<file path="src/rtl/logic_tile_consts.vh">
// constants for the logic tile: register map, field positions, reset values, timing
`ifndef LOGIC_TILE_CONSTS_VH
`define LOGIC_TILE_CONSTS_VH
`define CELL_COUNT          8
`define GLOBAL_BUFFER_COUNT 8
`define GLOBAL_PIN_COUNT    6
`define LUT_SLOT_COUNT      4
`define REG_CTRL            8'h00
`define REG_SOURCE          8'h04
`define REG_LUT_SLOT        8'h08
`define REG_OUT_SEL         8'h0c
`define REG_STATUS          8'h10
`define REG_PIN_OUT         8'h14
`define REG_PIN_IN          8'h18
`define REG_SET_MASK        8'h1c
`define REG_LUT_BASE        8'h20
`define REG_LUT_LAST        8'h3c
`define CTRL_CFG_DONE       0
`define CTRL_SR_SYNC        1
`define CTRL_SR_USED        2
`define CTRL_CE_USED        3
`define SRC_CLK_LSB         0
`define SRC_CE_LSB          4
`define SRC_SR_LSB          8
`define SRC_ROUTING_SEL     4'h8
`define SRC_SIDE_ROUTING    3'h4
`define PIN_OE_LSB          8
`define STAT_CARRY          8
`define STAT_GLOB_RST       9
`define STAT_CFG_DONE       10
`define CTRL_RESET          4'h0
`define SOURCE_RESET        12'h888
`define LUT_SLOT_RESET      16'h0000
`define OUT_SEL_RESET       8'h00
`define SET_MASK_RESET      8'h00
`define LUT_INIT_RESET      16'h0000
`define REF_CLK_HZ          64'd50000000
`define SLOW_OSC_HZ         64'd10000
`define FAST_OSC_HZ         64'd48000000
`define NCO_SHIFT           32
`define SLOW_OSC_INC        ((`SLOW_OSC_HZ << `NCO_SHIFT) / `REF_CLK_HZ)
`define FAST_OSC_INC        ((`FAST_OSC_HZ << `NCO_SHIFT) / `REF_CLK_HZ)
`endif

</file>
<file path="src/rtl/logic_cell.v">
// one logic cell: four-input lookup table, d flip-flop and carry logic
`timescale 1ns/1ps
module logic_cell
(
  input  wire        i_ref_clk,
  input  wire        i_rst_n,
  input  wire        i_glob_rst,
  input  wire        i_tick,
  input  wire        i_ce,
  input  wire        i_sr_async,
  input  wire        i_sr_sync,
  input  wire        i_set_val,
  input  wire [15:0] i_lut_init,
  input  wire [3:0]  i_in,
  input  wire        i_carry_in,
  input  wire        i_reg_sel,
  output wire        o_out,
  output wire        o_carry_out
);
  reg  q_ff;
  wire lut_val;

  assign lut_val = i_lut_init[i_in];
  assign o_carry_out = (i_in[1] & i_in[2]) | (i_carry_in & (i_in[1] | i_in[2]));
  assign o_out = i_reg_sel ? q_ff : lut_val;

  // ticks are rising edges of the chosen tile clock seen in the reference domain
  always @(posedge i_ref_clk or negedge i_rst_n)
  begin
    if (!i_rst_n)
      q_ff <= 1'b0;
    else if (i_glob_rst)
      q_ff <= 1'b0;
    else if (i_sr_async)
      q_ff <= i_set_val;
    else if (i_tick)
    begin
      if (i_sr_sync)
        q_ff <= i_set_val;
      else if (i_ce)
        q_ff <= lut_val;
      // else hold, enable low
    end
  end
endmodule // logic_cell

</file>
<file path="src/rtl/logic_tile.v">
// logic tile of eight cells with global buffer selection and avalon-mm configuration
`timescale 1ns/1ps
`include "logic_tile_consts.vh"
module logic_tile
(
  input  wire        i_ref_clk,
  input  wire        i_rst_n,
  input  wire [7:0]  i_address,
  input  wire        i_read,
  input  wire        i_write,
  input  wire [3:0]  i_byteenable,
  input  wire [31:0] i_writedata,
  output reg  [31:0] o_readdata,
  output reg         o_waitrequest,
  input  wire [5:0]  i_global_pin,
  output reg  [5:0]  o_global_pin_out,
  output reg  [5:0]  o_global_pin_oe,
  input  wire        i_route_clk,
  input  wire        i_route_ce,
  input  wire        i_route_sr,
  input  wire [31:0] i_lut_in,
  input  wire        i_carry_chain_in,
  output reg         o_carry_chain_out,
  output reg  [7:0]  o_cell_out,
  output reg  [7:0]  o_slow_osc_clk,
  output reg         o_fast_osc_clk
);
  localparam [63:0] SLOW_INC_W = `SLOW_OSC_INC;
  localparam [63:0] FAST_INC_W = `FAST_OSC_INC;
  localparam [31:0] SLOW_INC   = SLOW_INC_W[31:0];
  localparam [31:0] FAST_INC   = FAST_INC_W[31:0];

  // byte-lane merge used by every writable register
  function [31:0] merge_be;
    input [31:0] old_val;
    input [31:0] new_val;
    input [3:0]  be;
    integer k;
    begin
      merge_be = old_val;
      for (k = 0; k < 4; k = k + 1)
        if (be[k])
          merge_be[k*8 +: 8] = new_val[k*8 +: 8];
    end
  endfunction

  // picks buffer 2*sel+side from the global buffers, or routing
  function pick_side;
    input [7:0] global_buffer;
    input [2:0] sel;
    input       odd;
    input       route;
    begin
      if (sel == `SRC_SIDE_ROUTING)
        pick_side = route;
      else if (sel[2])
        pick_side = 1'b0;
      else
        pick_side = global_buffer[{sel[1:0], odd}];
    end
  endfunction

  reg  [3:0]  ctrl_ff;
  reg  [11:0] source_ff;
  reg  [15:0] lut_slot_ff;
  reg  [7:0]  out_sel_ff;
  reg  [7:0]  set_mask_ff;
  reg  [13:0] pin_out_ff;
  reg  [15:0] lut_init_ff [0:7];
  reg  [31:0] slow_acc_ff;
  reg  [31:0] fast_acc_ff;
  reg  [5:0]  pin_s1_ff;
  reg  [5:0]  pin_s2_ff;
  reg  [5:0]  pin_s3_ff;
  reg  [5:0]  pin_level_ff;
  reg         cfg_done_d_ff;
  reg         glob_rst_ff;
  reg         tile_clk_d_ff;
  reg  [31:0] nxt_readdata;
  reg  [31:0] lut_inputs;
  wire [7:0]  global_buffer;
  wire [3:0]  clk_sel;
  wire        tile_clk;
  wire        tick;
  wire        ce_src;
  wire        sr_src;
  wire        ce_eff;
  wire        sr_act;
  wire        sr_sync_mode;
  wire        access;
  wire        cfg_done;
  wire [7:0]  cell_out;
  wire [8:0]  carry;
  wire [5:0]  pin_is_clk;
  wire [31:0] wr_word;
  integer     i;
  integer     s;
  integer     p;
  integer     r;

  assign access = (i_read | i_write) & o_waitrequest;
  assign cfg_done = ctrl_ff[`CTRL_CFG_DONE];
  assign sr_sync_mode = ctrl_ff[`CTRL_SR_SYNC];
  // old word comes from the read mux, so bits above a field merge in as zero
  assign wr_word = merge_be(nxt_readdata, i_writedata, i_byteenable);

  // buffer map: pins g0..g3 to 0..3, oscillators to 4 and 5, pins g4 g5 to 6 and 7
  assign global_buffer = {pin_level_ff[5:4], fast_acc_ff[31], slow_acc_ff[31], pin_level_ff[3:0]};

  // tile clock select; 8 and above take routing
  assign clk_sel = source_ff[`SRC_CLK_LSB +: 4];
  assign tile_clk = clk_sel[3] ? i_route_clk : global_buffer[clk_sel[2:0]];
  assign tick = tile_clk & ~tile_clk_d_ff;

  assign ce_src = pick_side(global_buffer, source_ff[`SRC_CE_LSB +: 3], 1'b1, i_route_ce);
  assign sr_src = pick_side(global_buffer, source_ff[`SRC_SR_LSB +: 3], 1'b0, i_route_sr);
  assign ce_eff = ctrl_ff[`CTRL_CE_USED] ? ce_src : 1'b1;
  assign sr_act = ctrl_ff[`CTRL_SR_USED] & sr_src;

  // a pin that feeds the tile clock cannot be an output at the same time
  assign pin_is_clk[0] = ~clk_sel[3] & (clk_sel[2:0] == 3'd0);
  assign pin_is_clk[1] = ~clk_sel[3] & (clk_sel[2:0] == 3'd1);
  assign pin_is_clk[2] = ~clk_sel[3] & (clk_sel[2:0] == 3'd2);
  assign pin_is_clk[3] = ~clk_sel[3] & (clk_sel[2:0] == 3'd3);
  assign pin_is_clk[4] = ~clk_sel[3] & (clk_sel[2:0] == 3'd6);
  assign pin_is_clk[5] = ~clk_sel[3] & (clk_sel[2:0] == 3'd7);

  // up to four global buffers replace lut input k in every cell
  always @*
  begin
    lut_inputs = i_lut_in;
    for (s = 0; s < `LUT_SLOT_COUNT; s = s + 1)
      if (lut_slot_ff[s*4 + 3])
        for (i = 0; i < `CELL_COUNT; i = i + 1)
          lut_inputs[i*4 + s] = global_buffer[lut_slot_ff[s*4 +: 3]];
  end

  assign carry[0] = i_carry_chain_in;

  genvar c;
  generate
    for (c = 0; c < `CELL_COUNT; c = c + 1)
    begin : g_cell
      logic_cell u_cell
      (
        .i_ref_clk   (i_ref_clk),
        .i_rst_n     (i_rst_n),
        .i_glob_rst  (glob_rst_ff),
        .i_tick      (tick),
        .i_ce        (ce_eff),
        .i_sr_async  (sr_act & ~sr_sync_mode),
        .i_sr_sync   (sr_act & sr_sync_mode),
        .i_set_val   (set_mask_ff[c]),
        .i_lut_init  (lut_init_ff[c]),
        .i_in        (lut_inputs[c*4 +: 4]),
        .i_carry_in  (carry[c]),
        .i_reg_sel   (out_sel_ff[c]),
        .o_out       (cell_out[c]),
        .o_carry_out (carry[c+1])
      );
    end
  endgenerate

  // global reset: held while configuration is open and two cycles after it closes
  always @(posedge i_ref_clk or negedge i_rst_n)
  begin
    if (!i_rst_n)
    begin
      cfg_done_d_ff <= 1'b0;
      glob_rst_ff <= 1'b1;
    end
    else
    begin
      cfg_done_d_ff <= cfg_done;
      glob_rst_ff <= ~cfg_done | ~cfg_done_d_ff;
    end
  end

  // pins pass three flops; the level moves only once stages two and three agree
  always @(posedge i_ref_clk or negedge i_rst_n)
  begin
    if (!i_rst_n)
    begin
      pin_s1_ff <= 6'h00;
      pin_s2_ff <= 6'h00;
      pin_s3_ff <= 6'h00;
      pin_level_ff <= 6'h00;
    end
    else
    begin
      pin_s1_ff <= i_global_pin;
      pin_s2_ff <= pin_s1_ff;
      pin_s3_ff <= pin_s2_ff;
      for (p = 0; p < `GLOBAL_PIN_COUNT; p = p + 1)
        if (pin_s2_ff[p] == pin_s3_ff[p])
          pin_level_ff[p] <= pin_s3_ff[p];
    end
  end

  // oscillators as phase accumulators; 48 mhz from a 50 mhz clock jitters by one period
  always @(posedge i_ref_clk or negedge i_rst_n)
  begin
    if (!i_rst_n)
    begin
      slow_acc_ff <= 32'h00000000;
      fast_acc_ff <= 32'h00000000;
    end
    else
    begin
      slow_acc_ff <= slow_acc_ff + SLOW_INC;
      fast_acc_ff <= fast_acc_ff + FAST_INC;
    end
  end

  always @(posedge i_ref_clk or negedge i_rst_n)
  begin
    if (!i_rst_n)
      tile_clk_d_ff <= 1'b0;
    else
      tile_clk_d_ff <= tile_clk;
  end

  // read mux, captured on the cycle the request is first seen
  always @*
  begin
    nxt_readdata = 32'h00000000;
    case (i_address)
      `REG_CTRL:     nxt_readdata[3:0] = ctrl_ff;
      `REG_SOURCE:   nxt_readdata[11:0] = source_ff;
      `REG_LUT_SLOT: nxt_readdata[15:0] = lut_slot_ff;
      `REG_OUT_SEL:  nxt_readdata[7:0] = out_sel_ff;
      `REG_STATUS:
      begin
        nxt_readdata[7:0] = cell_out;
        nxt_readdata[`STAT_CARRY] = carry[8];
        nxt_readdata[`STAT_GLOB_RST] = glob_rst_ff;
        nxt_readdata[`STAT_CFG_DONE] = cfg_done;
      end
      `REG_PIN_OUT:  nxt_readdata[13:0] = pin_out_ff;
      `REG_PIN_IN:   nxt_readdata[5:0] = pin_level_ff;
      `REG_SET_MASK: nxt_readdata[7:0] = set_mask_ff;
      default:
      begin
        if (i_address >= `REG_LUT_BASE && i_address <= `REG_LUT_LAST && i_address[1:0] == 2'b00)
          nxt_readdata[15:0] = lut_init_ff[i_address[4:2]];
      end
    endcase
  end

  // one wait cycle: waitrequest drops on the edge after the request appears
  always @(posedge i_ref_clk or negedge i_rst_n)
  begin
    if (!i_rst_n)
    begin
      o_waitrequest <= 1'b1;
      o_readdata <= 32'h00000000;
    end
    else if (access)
    begin
      o_waitrequest <= 1'b0;
      if (i_read)
        o_readdata <= nxt_readdata;
    end
    else
      o_waitrequest <= 1'b1;
  end

  // writes land on the edge that samples waitrequest low; unmapped writes vanish
  always @(posedge i_ref_clk or negedge i_rst_n)
  begin
    if (!i_rst_n)
    begin
      ctrl_ff <= `CTRL_RESET;
      source_ff <= `SOURCE_RESET;
      lut_slot_ff <= `LUT_SLOT_RESET;
      out_sel_ff <= `OUT_SEL_RESET;
      set_mask_ff <= `SET_MASK_RESET;
      pin_out_ff <= 14'h0000;
      for (r = 0; r < `CELL_COUNT; r = r + 1)
        lut_init_ff[r] <= `LUT_INIT_RESET;
    end
    else if (i_write && !o_waitrequest)
    begin
      case (i_address)
        `REG_CTRL:     ctrl_ff <= wr_word[3:0];
        `REG_SOURCE:   source_ff <= wr_word[11:0];
        `REG_LUT_SLOT: lut_slot_ff <= wr_word[15:0];
        `REG_OUT_SEL:  out_sel_ff <= wr_word[7:0];
        `REG_PIN_OUT:  pin_out_ff <= wr_word[13:0] & 14'h3f3f;
        `REG_SET_MASK: set_mask_ff <= wr_word[7:0];
        default:
        begin
          if (i_address >= `REG_LUT_BASE && i_address <= `REG_LUT_LAST && i_address[1:0] == 2'b00)
            lut_init_ff[i_address[4:2]] <= wr_word[15:0];
        end
      endcase
    end
  end

  // registered user outputs
  always @(posedge i_ref_clk or negedge i_rst_n)
  begin
    if (!i_rst_n)
    begin
      o_cell_out <= 8'h00;
      o_carry_chain_out <= 1'b0;
      o_global_pin_out <= 6'h00;
      o_global_pin_oe <= 6'h00;
      o_slow_osc_clk <= 8'h00;
      o_fast_osc_clk <= 1'b0;
    end
    else
    begin
      o_cell_out <= cell_out;
      o_carry_chain_out <= carry[8];
      o_global_pin_out <= pin_out_ff[5:0];
      o_global_pin_oe <= pin_out_ff[`PIN_OE_LSB +: 6] & ~pin_is_clk;
      o_slow_osc_clk <= {8{slow_acc_ff[31]}};
      o_fast_osc_clk <= fast_acc_ff[31];
    end
  end
endmodule // logic_tile

</file>
<file path="config.mk">
export PLATFORM = sky130hd
export DESIGN_NAME = logic_tile
export DESIGN_NICKNAME = d
export VERILOG_FILES = /design/src/rtl/logic_cell.v /design/src/rtl/logic_tile.v
export VERILOG_INCLUDE_DIRS = /design/src /design/src/rtl
export SDC_FILE = /design/constraint.sdc
export NUM_CORES = 1
export LEC_CHECK = 0
export BUFFER_PORTS_ARGS = -buffer_cell sky130_fd_sc_hd__buf_2
export CAP_MARGIN = 20
export CORE_MARGIN = 3
export CORE_UTILIZATION = 30
export DETAILED_ROUTE_END_ITERATION = 8
export HOLD_SLACK_MARGIN = 0.15
export PLACE_DENSITY_LB_ADDON = 0.3
export SLEW_MARGIN = 20
export SYNTH_ARGS = -nofsm -noshare
export SYNTH_HDL_FRONTEND = slang
export SYNTH_SLANG_ARGS = --single-unit
export TNS_END_PERCENT = 10
</file>
<file path="constraint.sdc">
create_clock -name i_ref_clk -period 4.55 [get_ports i_ref_clk]
set_input_delay 0.455 -clock i_ref_clk [delete_from_list [all_inputs] [get_ports i_ref_clk]]
set_output_delay 0.455 -clock i_ref_clk [all_outputs]
set_load 0.02 [all_outputs]
</file>
After elaboration in Yosys (flattened, before gate mapping)
Index checks and enable logic that the tools add are counted.
W data, S select, Z words.
{ "op_classes": {"n_addsub": 2, "n_mul": 0, "div_mod_pow": 0, "magnitude_cmp": 19, "n_eq_ne": 20, "shift": 0, "mux": 133, "bitwise_logic": 54, "n_reduce_logical": 25} }
{ "op_table": {"columns": ["op", "n"], "rows": [
  ["$bwmux W128", 1],
  ["$mux W1", 102],
  ["$mux W16", 4],
  ["$bmux W16 S3", 1],
  ["$demux W16 S3", 1],
  ["$lt A4 B5 Y1 const B", 8],
  ["$add A32 B20 Y32 const B", 1],
  ["$add A32 B32 Y32 const B", 1],
  ["$bmux W1 S4", 8],
  ["$eq A8 B5 Y1 const B", 4],
  ["$pmux W4 S8", 1],
  ["$lt A3 B4 Y1 const B", 7],
  ["$and A1 B1 Y1", 27],
  ["$or A1 B1 Y1", 18],
  ["$eq A8 B4 Y1 const B", 2],
  ["$mux W8", 2],
  ["$pmux W2 S8", 1],
  ["$reduce_and A2 Y1", 8],
  ["$bmux W1 S3", 5],
  ["$pmux W3 S5", 1],
  ["$eq A3 B3 Y1 const B", 4],
  ["$pmux W2 S6", 1],
  ["$reduce_or A6 Y1", 2],
  ["$eq A8 B3 Y1 const B", 1],
  ["other kinds (27)", 42]
]} }
{ "totals": {"register_bits": 327, "latchBits": 0, "ram_bits": 0, "mem_bits_ro": 0, "inputBits": 90, "out_inout_bits": 63, "elab_cells": 297, "mem_count": 0} }

Depth between registers and ports, before layout
Gate-level depths: netlist (run 1).
{ "depth": {"depth_word": 23, "mapped_depth": 12, "depth_no_buf": 11} }

Hierarchy
Synthesis (run 1) repeated with hierarchy kept, for this count alone.
{ "hier_totals": {"hier_cells": 1665, "hier_area_um2": 17337.9} }
{ "modules_own_cells": {"columns": ["mod", "instances", "cells_each", "area_each_um2", "seq_area_each_um2"], "rows": [
  ["logic_tile", 1, 1385, 14985.6, 7938.9],
  ["logic_cell", 8, 35, 294.0, 25.0]
]} }

Least setup slack after synthesis (run 1)
No wires, ideal clock.
{ "synth_path": {"kind": "input-to-reg", "from": "in i_address[2]", "to": "reg lut_init_ff[107] in the netlist's numbering", "setup_ns": 0.125, "t_arrival_ns": 2.660, "slack_ns": 1.765, "stages": 9, "n_path_buf": 4, "path_cell_list": "buf_2 buf_2 buf_2 mux4_2 mux2i_1 o21ai_0 mux2_2 clkbuf_1 mux2_2"} }
{ "synth_via": {"elab_chain_len": 8, "elab_cells_between_ends": 29} }
{ "synth_lines": {"columns": ["item", "line", "rtl"], "rows": [
  ["from (decl)", "logic_tile.v:8", "input wire [7:0] i_address,"],
  ["branches (longest 8 deep; another with $ge A8 B6 Y1)", null, null],
  ["to (signal, indexed assignment)", "logic_tile.v:280", "lut_init_ff[r] <= `LUT_INIT_RESET;"],
  ["to (signal, indexed assignment)", "logic_tile.v:294", "lut_init_ff[i_address[4:2]] <= wr_word[15:0];"],
  ["to (decl)", "logic_tile.v:69", "reg [15:0] lut_init_ff [0:7];"]
]} }
Several ways; the timed one is not identified. The select of a mux whose other input is x is not followed.
A chain may end at the register's enable or synchronous reset.

Worst setup path in the final report (run 1)
{ "layout_path": {"from": "reg lut_slot_ff[9]", "to": "reg source_ff[8]"} }
{ "layout_via": {"elab_chain_len": 22, "elab_cells_between_ends": 44} }
{ "layout_lines": {"columns": ["item", "line", "rtl"], "rows": [
  ["from (decl)", "logic_tile.v:65", "reg [15:0] lut_slot_ff;"],
  ["from (signal assigned)", "logic_tile.v:275", "lut_slot_ff <= `LUT_SLOT_RESET;"],
  ["from (signal assigned)", "logic_tile.v:287", "`REG_LUT_SLOT: lut_slot_ff <= wr_word[15:0];"],
  ["$bmux W1 S3 (*)", "logic_tile.v:135", "lut_inputs[i*4 + s] = global_buffer[lut_slot_ff[s*4 +: 3]];"],
  ["$mux W1 (implied by the code) (*)", "logic_tile.v:135", null],
  ["$mux W1", "logic_tile.v:133", "if (lut_slot_ff[s*4 + 3])"],
  ["$or A1 B1 Y1", "logic_cell.v:24", "assign o_carry_out = (i_in[1] & i_in[2]) | (i_carry_in & (i_in[1] | i_in[2]));"],
  ["$and A1 B1 Y1", "logic_cell.v:24", null],
  ["$or A1 B1 Y1", "logic_cell.v:24", null],
  ["$and A1 B1 Y1", "logic_cell.v:24", null],
  ["$or A1 B1 Y1", "logic_cell.v:24", null],
  ["[6 not listed]", null, null],
  ["$and A1 B1 Y1", "logic_cell.v:24", null],
  ["$or A1 B1 Y1", "logic_cell.v:24", null],
  ["$and A1 B1 Y1", "logic_cell.v:24", null],
  ["$or A1 B1 Y1", "logic_cell.v:24", null],
  ["$and A1 B1 Y1", "logic_cell.v:24", null],
  ["$or A1 B1 Y1 (*)", "logic_cell.v:24", null],
  ["$pmux W3 S5 (*)", "logic_tile.v:227", "case (i_address)"],
  ["$mux W8 (*)", "logic_tile.v:42", "if (be[k])"],
  ["to (signal assigned)", "logic_tile.v:274", "source_ff <= `SOURCE_RESET;"],
  ["to (signal assigned)", "logic_tile.v:286", "`REG_SOURCE: source_ff <= wr_word[11:0];"],
  ["to (decl)", "logic_tile.v:64", "reg [11:0] source_ff;"]
]} }
Mark *: on every way between the ends. The rest lies on a longest branch, timed or not. The select of a mux whose other input is x is not followed.

==> results of run 1 <==
critical path, stage by stage (launching register included):
cell	delay, ps
dfrtp_1	490
mux2_2	380
a2bb2oi_2	220
a31oi_1	630
nor2_1	110
o221ai_1	260
a221o_1	250
a21oi_1	140
mux2i_1	760
mux2i_1	170
synth_stat cells, drive strengths merged, types with 19 or more instances:
| cell type | instances |
|---|---|
| xnor2 | 28 |
| nand3 | 22 |
| nor2 | 63 |
| nor2b | 29 |
| clkbuf | 38 |
| mux4 | 40 |
| buf | 50 |
| mux2i | 106 |
| xor2 | 25 |
| mux2 | 234 |
| dfrtp | 320 |
| inv | 26 |
| o21ai | 43 |
| nand2 | 68 |
| o211ai | 19 |
| a21oi | 34 |
final timing paths:
path,startpoint,endpoint,slack (ps),depth (start not counted)
worst max register to register,lut_slot_ff[9],source_ff[8],980,9
worst max-delay path,lut_slot_ff[9],source_ff[8],980,9
max in group asynchronous,i_rst_n,lut_init_ff[55],2810,4
min in group asynchronous,i_rst_n,o_global_pin_oe[2],460,2
worst min-delay path,i_read,o_readdata[7],210,3
worst min register to register,pin_s1_ff[3],pin_s2_ff[3],350,0
stage by stage:
step	worst slack (ps)	area, um^2	hold WS, ps	cells	total power, mW
2_1_floorplan	1770	16600	159	1347	3.32
3_3_place_gp	950	18000	337	2106	3.56
3_5_place_dp	919	18000	336	2106	3.56
4_1_cts	981	19400	188	2182	6.87
5_1_grt	721	19400	232	2183	7.02
6_report	980	19400	211	2184	6.78
cell families (layout without fill, tap and decap cells):
kind of cell	count (synthesis)	count (layout)
other	1	17
AO/OA/AOI/OAI	197	197
AND/OR/NAND/NOR	251	251
adder cells (fa/ha/maj)	10	10
flip-flops	325	325
XOR/XNOR	53	53
multiplexers	380	380
buffers and inverters	115	255
cell type report:
class,instances,area share (%)
Clock inverter,15,1.22
Antenna cell,1,0.0129
Tap cell,696,4.48
Inverter,27,0.522
Multi-Input combinational cell,907,40.9
Clock buffer,51,5.67
Sequential cell,325,41.9
Timing Repair Buffer,162,5.28
routing by layer:
metal  GRT usage (%)  vias up  routed length (um)
li1                -     5113                   -
met5               0        -                   7
met4            5.63        2                1390
met3            2.77       77                2570
met2            27.3      279               22900
met1            23.0     5793               21600
state kept, by name, indices dropped and copies added, names as in the netlist, 12 cells and up:
name and cells:
pin_out_ff 12, slow_acc_ff 32, source_ff 12, lut_init_ff 128
o_readdata 16, fast_acc_ff 30, lut_slot_ff 16
power breakdown:
| part | internal (mW) | switching (mW) | total [mW] |
|---|---|---|---|
| Sequential | 2.94 | 0.0513 | 3.00 |
| Combinational | 0.193 | 0.331 | 0.524 |
| Clock | 2.04 | 1.22 | 3.26 |
| Total | 5.17 | 1.61 | 6.78 |
what timing repair did:
action,CTS,global route
gates resized for setup,0,0
endpoints found under the hold margin,135,0
hold buffers,10,0
==> qor.yml, run 1 <==
outcome:
  status: "finished clean"
synth:
  synthArstFlopShare_pct: 100
  synthFlopType: "dfrtp_1"
  yosys_warnings: 0
  yosys.area_share.adder_pct: 0.634
  synth_top_family_by_area: "multiplexers"
  synth_seq_cells: 325
  yosys.area_share.simple_pct: 7.52
  yosys.area.top_type: "dfrtp_1"
  synthTopCellsByArea: "dfrtp_1, mux2_2, mux2i_1, mux4_2, nand2_1"
  synth_cell_types: 74
  yosysSeqAreaShare_pct: 49.1
  yosysTopAreaCellShare_pct: 48.3
  synth_xor_area_share_pct: 2.80
  synthCells: 1332
  syn_avg_cell_area_um2: 12.4
  synth_compound_area_share_pct: 8.79
  muxShareOfSynthArea_pct: 27.8
  syn_area_um2: 16600
  synth_edf_count: 0
global_route:
  overflow: 0
  grt_usage_pct: 16.8
  grt_pass1_vias: 11577
  grt_start_max_net_pins: 134
  antenna_found_initial: 3
  grt_pass1_wl_um: 73700
job:
  cap_violations: 0
floorplan:
  dieArea_um2: 58100
  initial_utilization_pct: 30.6
  core_area_um2: 54200
  io_pins: 153
  rows: 85
  die_w_um: 241
  die_y_um: 241
power_and_ir_drop:
  power.static_leakage_nw: 9.12
  max-vdd-ir-drop_v: 0.000224
  power_density_nw_per_um2: 349
clocking:
  clock_sinks: 325
  numCtsBuffers: 37
  post_cts_buffers: 0
  cts-root-buf: "clkbuf_16"
  cts_max_level: 2
  clk_latency_ps: 540
  clockBufferDepth: 3
  cts_tree: "built"
  clk_pin_slew_ps: 60
sta:
  rsz0062_at_grt: "no"
  hold_viol: 0
  drv_slew: 0
  tightest_slew_ps: 1050
  fin_worst_skew_ps: 18.2
  min_period_ps: 3570
  setup_viol: 0
  max_slew_margin_pct: 29.9
  period_share_pct: 78.5
  max_clock_freq_mhz: 280
  final.setup.tns_ps: 0
drt:
  viasPerCell: 5.16
  ant_nets: 0
  vias: 11264
  wl_um: 48500
  drc: 0
  firstDrtPassIters: 5
  wl_per_cell_um: 22.2
  first_iter_violations: 771
finish:
  nNetsFinal: 1552
  fillCellCount: 5278
  fin_util_pct: 35.8
  final_cell_mix: "dfrtp_1, mux2_2, buf_2"
  layout_commonest_cell: "dfrtp_1"
  multiInputGateArea_um2: 7940
  drive_above_1_share_pct: 35.1
  regArea_um2: 8140
  syn2layout_area_growth_pct: 17.1
placement:
  globalplace.congestion: 0.963
  place.port_buffers: 118
  dp_hpwl_um: 35500
worst_hold_path:
  hp-class: "in -> reg"
critical_path:
  cp.arrival_ps: 3940
  crit_type: "reg -> reg"
  worstPathMaxFanout: 11
  end_kind: "flop"
  required_ps: 4920
  crit_path_start_kind: "flop"
(Power assumes the default switching activity.)
==> run 2, diff against run 1 <==
ABC_AREA = 1   (was unset)
clock period = 3.65 ns   (was 4.55 ns; I/O delays follow)
==> qor.yml, run 2 <==
outcome:
  status: "finished clean"
synth:
  yosys_warnings: 0
  syn_avg_cell_area_um2: 8.04
  synth_commonest_cells: "nand2_1, dfrtp_1, nand3_1"
  synth_seq_cells: 325
  synth_most_common_cell: "nand2_1"
  yosysSeqAreaShare_pct: 49.0
  synthCells: 2066
  synth_top_family_by_area: "simple AND/OR/NAND/NOR gates"
  synth_edf_count: 0
  yosys.area_share.simple_pct: 28.8
  synth_cell_types: 51
  synth_xor_area_share_pct: 2.69
  yosys.area.top_type: "dfrtp_1"
  synthTopCellsByArea: "dfrtp_1, nand2_1, nand3_1, o21ai_0, inv_1"
  yosys.area_share.adder_pct: 0.512
  synth_compound_area_share_pct: 11.4
  syn_area_um2: 16600
  muxShareOfSynthArea_pct: 0
  yosysTopAreaCellShare_pct: 48.2
  synthArstFlopShare_pct: 100
  synthFlopType: "dfrtp_1"
floorplan:
  rows: 85
  initial_utilization_pct: 30.6
  dieArea_um2: 58200
  die_w_um: 241
  die_y_um: 241
  core_area_um2: 54300
  io_pins: 153
sta:
  min_period_ps: 3250
  max_slew_margin_pct: 38.6
  period_share_pct: 88.9
  hold_viol: 0
  worst_slack_ps: 405
  fin_worst_skew_ps: 35.2
  setup_viol: 0
  tightest_slew_ps: 920
  drv_slew: 0
  max_clock_freq_mhz: 308
  final.setup.tns_ps: 0
  rsz0062_at_grt: "no"
clocking:
  clk_pin_slew_ps: 60
  numCtsBuffers: 38
  cts_max_level: 2
  clock_sinks: 325
  post_cts_buffers: 0
  clk_latency_ps: 580
  clockBufferDepth: 3
  cts-root-buf: "clkbuf_16"
  cts_tree: "built"
critical_path:
  worstPathMaxFanout: 30
  crit_type: "reg -> reg"
  cp.arrival_ps: 3700
  crit_path_start_kind: "flop"
  required_ps: 4100
  end_kind: "flop"
drt:
  wl_per_cell_um: 20.1
  ant_nets: 0
  firstDrtPassIters: 5
  first_iter_violations: 1727
  drc: 0
  wl_um: 59800
  viasPerCell: 5.18
  vias: 15384
finish:
  layout_commonest_cell: "nand2_1"
  diodes: 0
  final_cell_mix: "nand2_1, dfrtp_1, nand3_1"
  regArea_um2: 8140
  drive_above_1_share_pct: 13.8
  nNetsFinal: 2294
  reg_top3: "lut_init_ff (128), slow_acc_ff (32), fast_acc_ff (30)"
  fillCellCount: 5680
  multiInputGateArea_um2: 7270
  largest_reg_flops: 128
  syn2layout_area_growth_pct: 17.8
  top_register: "lut_init_ff"
placement:
  dp_hpwl_um: 43900
  place.port_buffers: 118
  globalplace.congestion: 0.967
  dpl_worst_slack_ps: 358
global_route:
  grt_use_met1_pct: 28.7
  use_met2_pct: 31.1
  antenna_found_initial: 3
  grt_usage_pct: 20.4
  grt_start_max_net_pins: 123
  grt_pass1_wl_um: 90400
  overflow: 0
  use_met3_pct: 3.94
  grt-busiest-layer: "met2"
  grt_pass1_vias: 14586
job:
  cap_violations: 0
power_and_ir_drop:
  max-vdd-ir-drop_v: 0.000294
  power.static_leakage_nw: 9.51
  power_density_nw_per_um2: 447
worst_hold_path:
  hp-class: "in -> reg"
## run 2: cell types whose count changed in the layout (fill, tap and decap cells not counted), sizes merged, moves of 40 or more
cell	change
mux2	-234
mux2i	-106
inv	+162
o21ai	+120
nand2	+522
mux4	-40
nand3	+292
o22ai	+64
## run 2: per-layer routing
| metal | vias to the layer above | routed length [um] |
|---|---|---|
| li1 | 7117 | - |
| met1 | 7397 | 25900 |
| met2 | 740 | 26400 |
| met3 | 124 | 5290 |
| met4 | 6 | 2200 |
| met5 | - | 29 |
## run 2: cell families (layout without fill, tap and decap cells)
logic type      count (synthesis)  in the layout
compound gates                321            321
xor+xnor                       51             51
fa+ha+maj                       8              8
buf+inv                       290            441
flops                         325            325
other cells                     1             16
simple gates                 1070           1070
## run 2: report_power, final
group | internal (mW) | switching (mW) | leakage, nW
Combinational | 0.255 | 0.629 | 4.53
Clock | 2.44 | 1.63 | 0.655
Sequential | 3.71 | 0.0817 | 4.32
## run 2: layout make-up
| type | count | area share (%) |
|---|---|---|
| Clock buffer | 55 | 5.70 |
| Clock inverter | 15 | 1.18 |
| Inverter | 188 | 3.61 |
| Multi-Input combinational cell | 1466 | 37.2 |
| Sequential cell | 325 | 41.6 |
| Tap cell | 739 | 4.73 |
| Timing Repair Buffer | 183 | 6.01 |
## run 2: worst max-delay path, stage by stage, from the launching register on
cell and delay, ps:
dfrtp_1 440, inv_1 280, nand2_1 90, o211ai_1 120
nand3_2 130, nand3_4 290, nand2_4 180, nand2_1 100
nand3_1 70, nand3_1 110, nand3_1 170, nand2_1 260
nand2_1 100, nand3_2 90, nand4_2 230, buf_4 300
nand3_1 70, nand2_1 60
## run 2: what timing repair did
| item | 4_1_cts | 5_1_grt |
|---|---|---|
| setup endpoints to repair | 0 | 1 |
| hold endpoints to repair | 71 | 0 |
| hold buffers | 10 | 0 |
| gates resized for setup | 0 | 1 |
## run 2: path summary, 6_finish.rpt
kind                                 start  slack [ps]  depth (start not counted)               to
max in group asynchronous          i_rst_n        2210                          3  fast_acc_ff[27]
hold / removal             i_writedata[14]         270                          4  lut_slot_ff[14]
setup / recovery           pin_level_ff[3]         400                         17    out_sel_ff[3]
min in group asynchronous          i_rst_n         350                          2  lut_init_ff[87]
setup reg to reg           pin_level_ff[3]         400                         17    out_sel_ff[3]
hold reg to reg               pin_s1_ff[4]         350                          0     pin_s2_ff[4]
## run 2: through the flow
stage	hold slack (ps)	util (%)	area, um^2	std cells	power, mW
final	274	36.0	19600	2971	8.74
after global routing	305	36.0	19600	2971	9.06
after CTS	248	36.0	19600	2971	8.82
after detailed placement	336	33.3	18100	2891	4.72
after global placement	337	33.3	18100	2891	4.71
after floorplan	69.4	-	16700	2081	4.30
==> run 3, diff against run 2 <==
clock period = 3.6 ns   (was 3.65 ns; I/O delays follow)
==> qor.yml, run 3 (same netlist as run 2, synthesis figures left out) <==
outcome:
  status: "finished clean"
clocking:
  clockBufferDepth: 3
  cts_tree: "built"
  numCtsBuffers: 38
  cts-root-buf: "clkbuf_16"
  cts_max_level: 2
  clk_latency_ps: 570
  clock_sinks: 325
  clk_pin_slew_ps: 60
  post_cts_buffers: 0
sta:
  tightest_slew_ps: 916
  period_share_pct: 89.2
  worst_slack_ps: 389
  rsz0062_at_grt: "no"
  holdWs_ps: 279
  fin_worst_skew_ps: 28.5
  max_clock_freq_mhz: 311
  hold_viol: 0
  min_period_ps: 3210
  setup_viol: 0
  max_slew_margin_pct: 38.9
  final.setup.tns_ps: 0
  drv_slew: 0
drt:
  wl_per_cell_um: 19.6
  first_iter_violations: 1600
  firstDrtPassIters: 5
  drc: 0
  wl_um: 58300
  ant_nets: 0
  viasPerCell: 5.18
  vias: 15379
floorplan:
  initial_utilization_pct: 30.6
  die_y_um: 241
  die_w_um: 241
  dieArea_um2: 58200
  core_area_um2: 54300
  rows: 85
  io_pins: 153
critical_path:
  end_kind: "flop"
  crit_type: "reg -> reg"
  path_cells: "inv_1 > nand2_1 > o211ai_1 > nand3_2 > nand3_4 > buf_4 > nand2_4 > nand2_1 > nand3_1 > nand3_1 > nand3_1 > nand2_1 > nand2_1 > nand3_1 > nand4_2 > nand3_1 > nand2_1"
  rr_endpoint: "lut_init_ff[70]"
  crit_end: "lut_init_ff[70]"
  max_stage_delay_ps: 430
  worstPathMaxFanout: 21
  cp_slowest_cell: "dfrtp_1"
  crit_start: "pin_level_ff[3]"
  r2r_cells: 17
  crit_path_start_kind: "flop"
  rrSetupSlack_ps: 390
  cp.arrival_ps: 3640
  r2r_start: "pin_level_ff[3]"
  required_ps: 4030
finish:
  final_cell_mix: "nand2_1, dfrtp_1, nand3_1"
  reg_top3: "lut_init_ff (128), slow_acc_ff (32), fast_acc_ff (30)"
  top_register: "lut_init_ff"
  layout_commonest_cell: "nand2_1"
  fillCellCount: 5643
  nNetsFinal: 2298
  drive_above_1_share_pct: 13.8
  multiInputGateArea_um2: 7260
  regArea_um2: 8140
  syn2layout_area_growth_pct: 17.4
  fin_util_pct: 35.9
  diodes: 0
  largest_reg_flops: 128
power_and_ir_drop:
  power.static_leakage_nw: 9.48
  max-vdd-ir-drop_v: 0.000283
  p_total_mw: 8.69
  power_density_nw_per_um2: 446
placement:
  dp_hpwl_um: 43300
  dpl_worst_slack_ps: 477
  place.port_buffers: 118
  globalplace.congestion: 0.954
global_route:
  grt_start_max_net_pins: 85
  overflow: 0
  antenna_found_initial: 2
  grt_pass1_vias: 14454
  grt_pass1_wl_um: 88400
  grt_usage_pct: 19.9
job:
  cap_violations: 0
worst_hold_path:
  hp-class: "in -> reg"
==> run 3: cell types whose count changed in the layout (fill, tap and decap cells not counted) <==
cell / delta
clkbuf_8: -6
buf_4: +4
clkinv_8: +2
clkinv_16: -1
inv_16: -1
nand4_4: -1
inv_6: -2
clkbuf_16: +1
clkbuf_1: +2
clkinvlp_4: +1
nand4_2: +1
==> run 3: critical path: cells and delay by family (launching register included) <==
kind / cells / cell delay, ps
flip-flops: 1 / 430
AND/OR/NAND/NOR: 14 / 1990
buffers and inverters: 2 / 520
AO/OA/AOI/OAI: 1 / 120
==> run 3: worst min path at each step <==
stage,cells past startpoint,slack [ps],to,start
floorplan,0,60,cfg_done_d_ff,i_rst_n
global placement,0,340,pin_s2_ff[0],pin_s1_ff[0]
detailed placement,0,340,pin_s2_ff[3],pin_s1_ff[3]
CTS,4,250,lut_slot_ff[14],i_writedata[14]
global route,4,300,lut_init_ff[12],i_writedata[12]
finish,4,280,lut_slot_ff[14],i_writedata[14]
==> run 3: routing by layer <==
metal | vias up | wire length [um] | GRT usage (%)
met5 | - | 27 | 0
li1 | 7112 | - | -
met4 | 4 | 2120 | 7.82
met1 | 7438 | 26400 | 29.0
met2 | 706 | 25100 | 29.5
met3 | 119 | 4650 | 3.16
==> run 3: power breakdown <==
group          internal (mW)  switching, mW  total (mW)
registers               3.76         0.0816        3.84
clock network           2.37           1.59        3.96
logic                  0.260          0.631       0.891
total                   6.38           2.31        8.69
==> run 3: stage by stage <==
stage	cells	area, um^2
after detailed placement	2895	18100
after floorplan	2081	16700
after CTS	2971	19500
after global routing	2971	19500
after global placement	2895	18100
final	2971	19500
==> run 3: timing repair <==
item	in CTS	in global routing
hold buffers	10	0
hold endpoints to repair	83	0
gates resized for setup	0	0
==> run 3: cell type report <==
type | instances | share of cell area (%)
Sequential cell | 325 | 41.7
Multi-Input combinational cell | 1466 | 37.2
Timing Repair Buffer | 187 | 6.18
Clock buffer | 52 | 5.46
Tap cell | 739 | 4.74
Inverter | 188 | 3.62
Clock inverter | 14 | 1.05
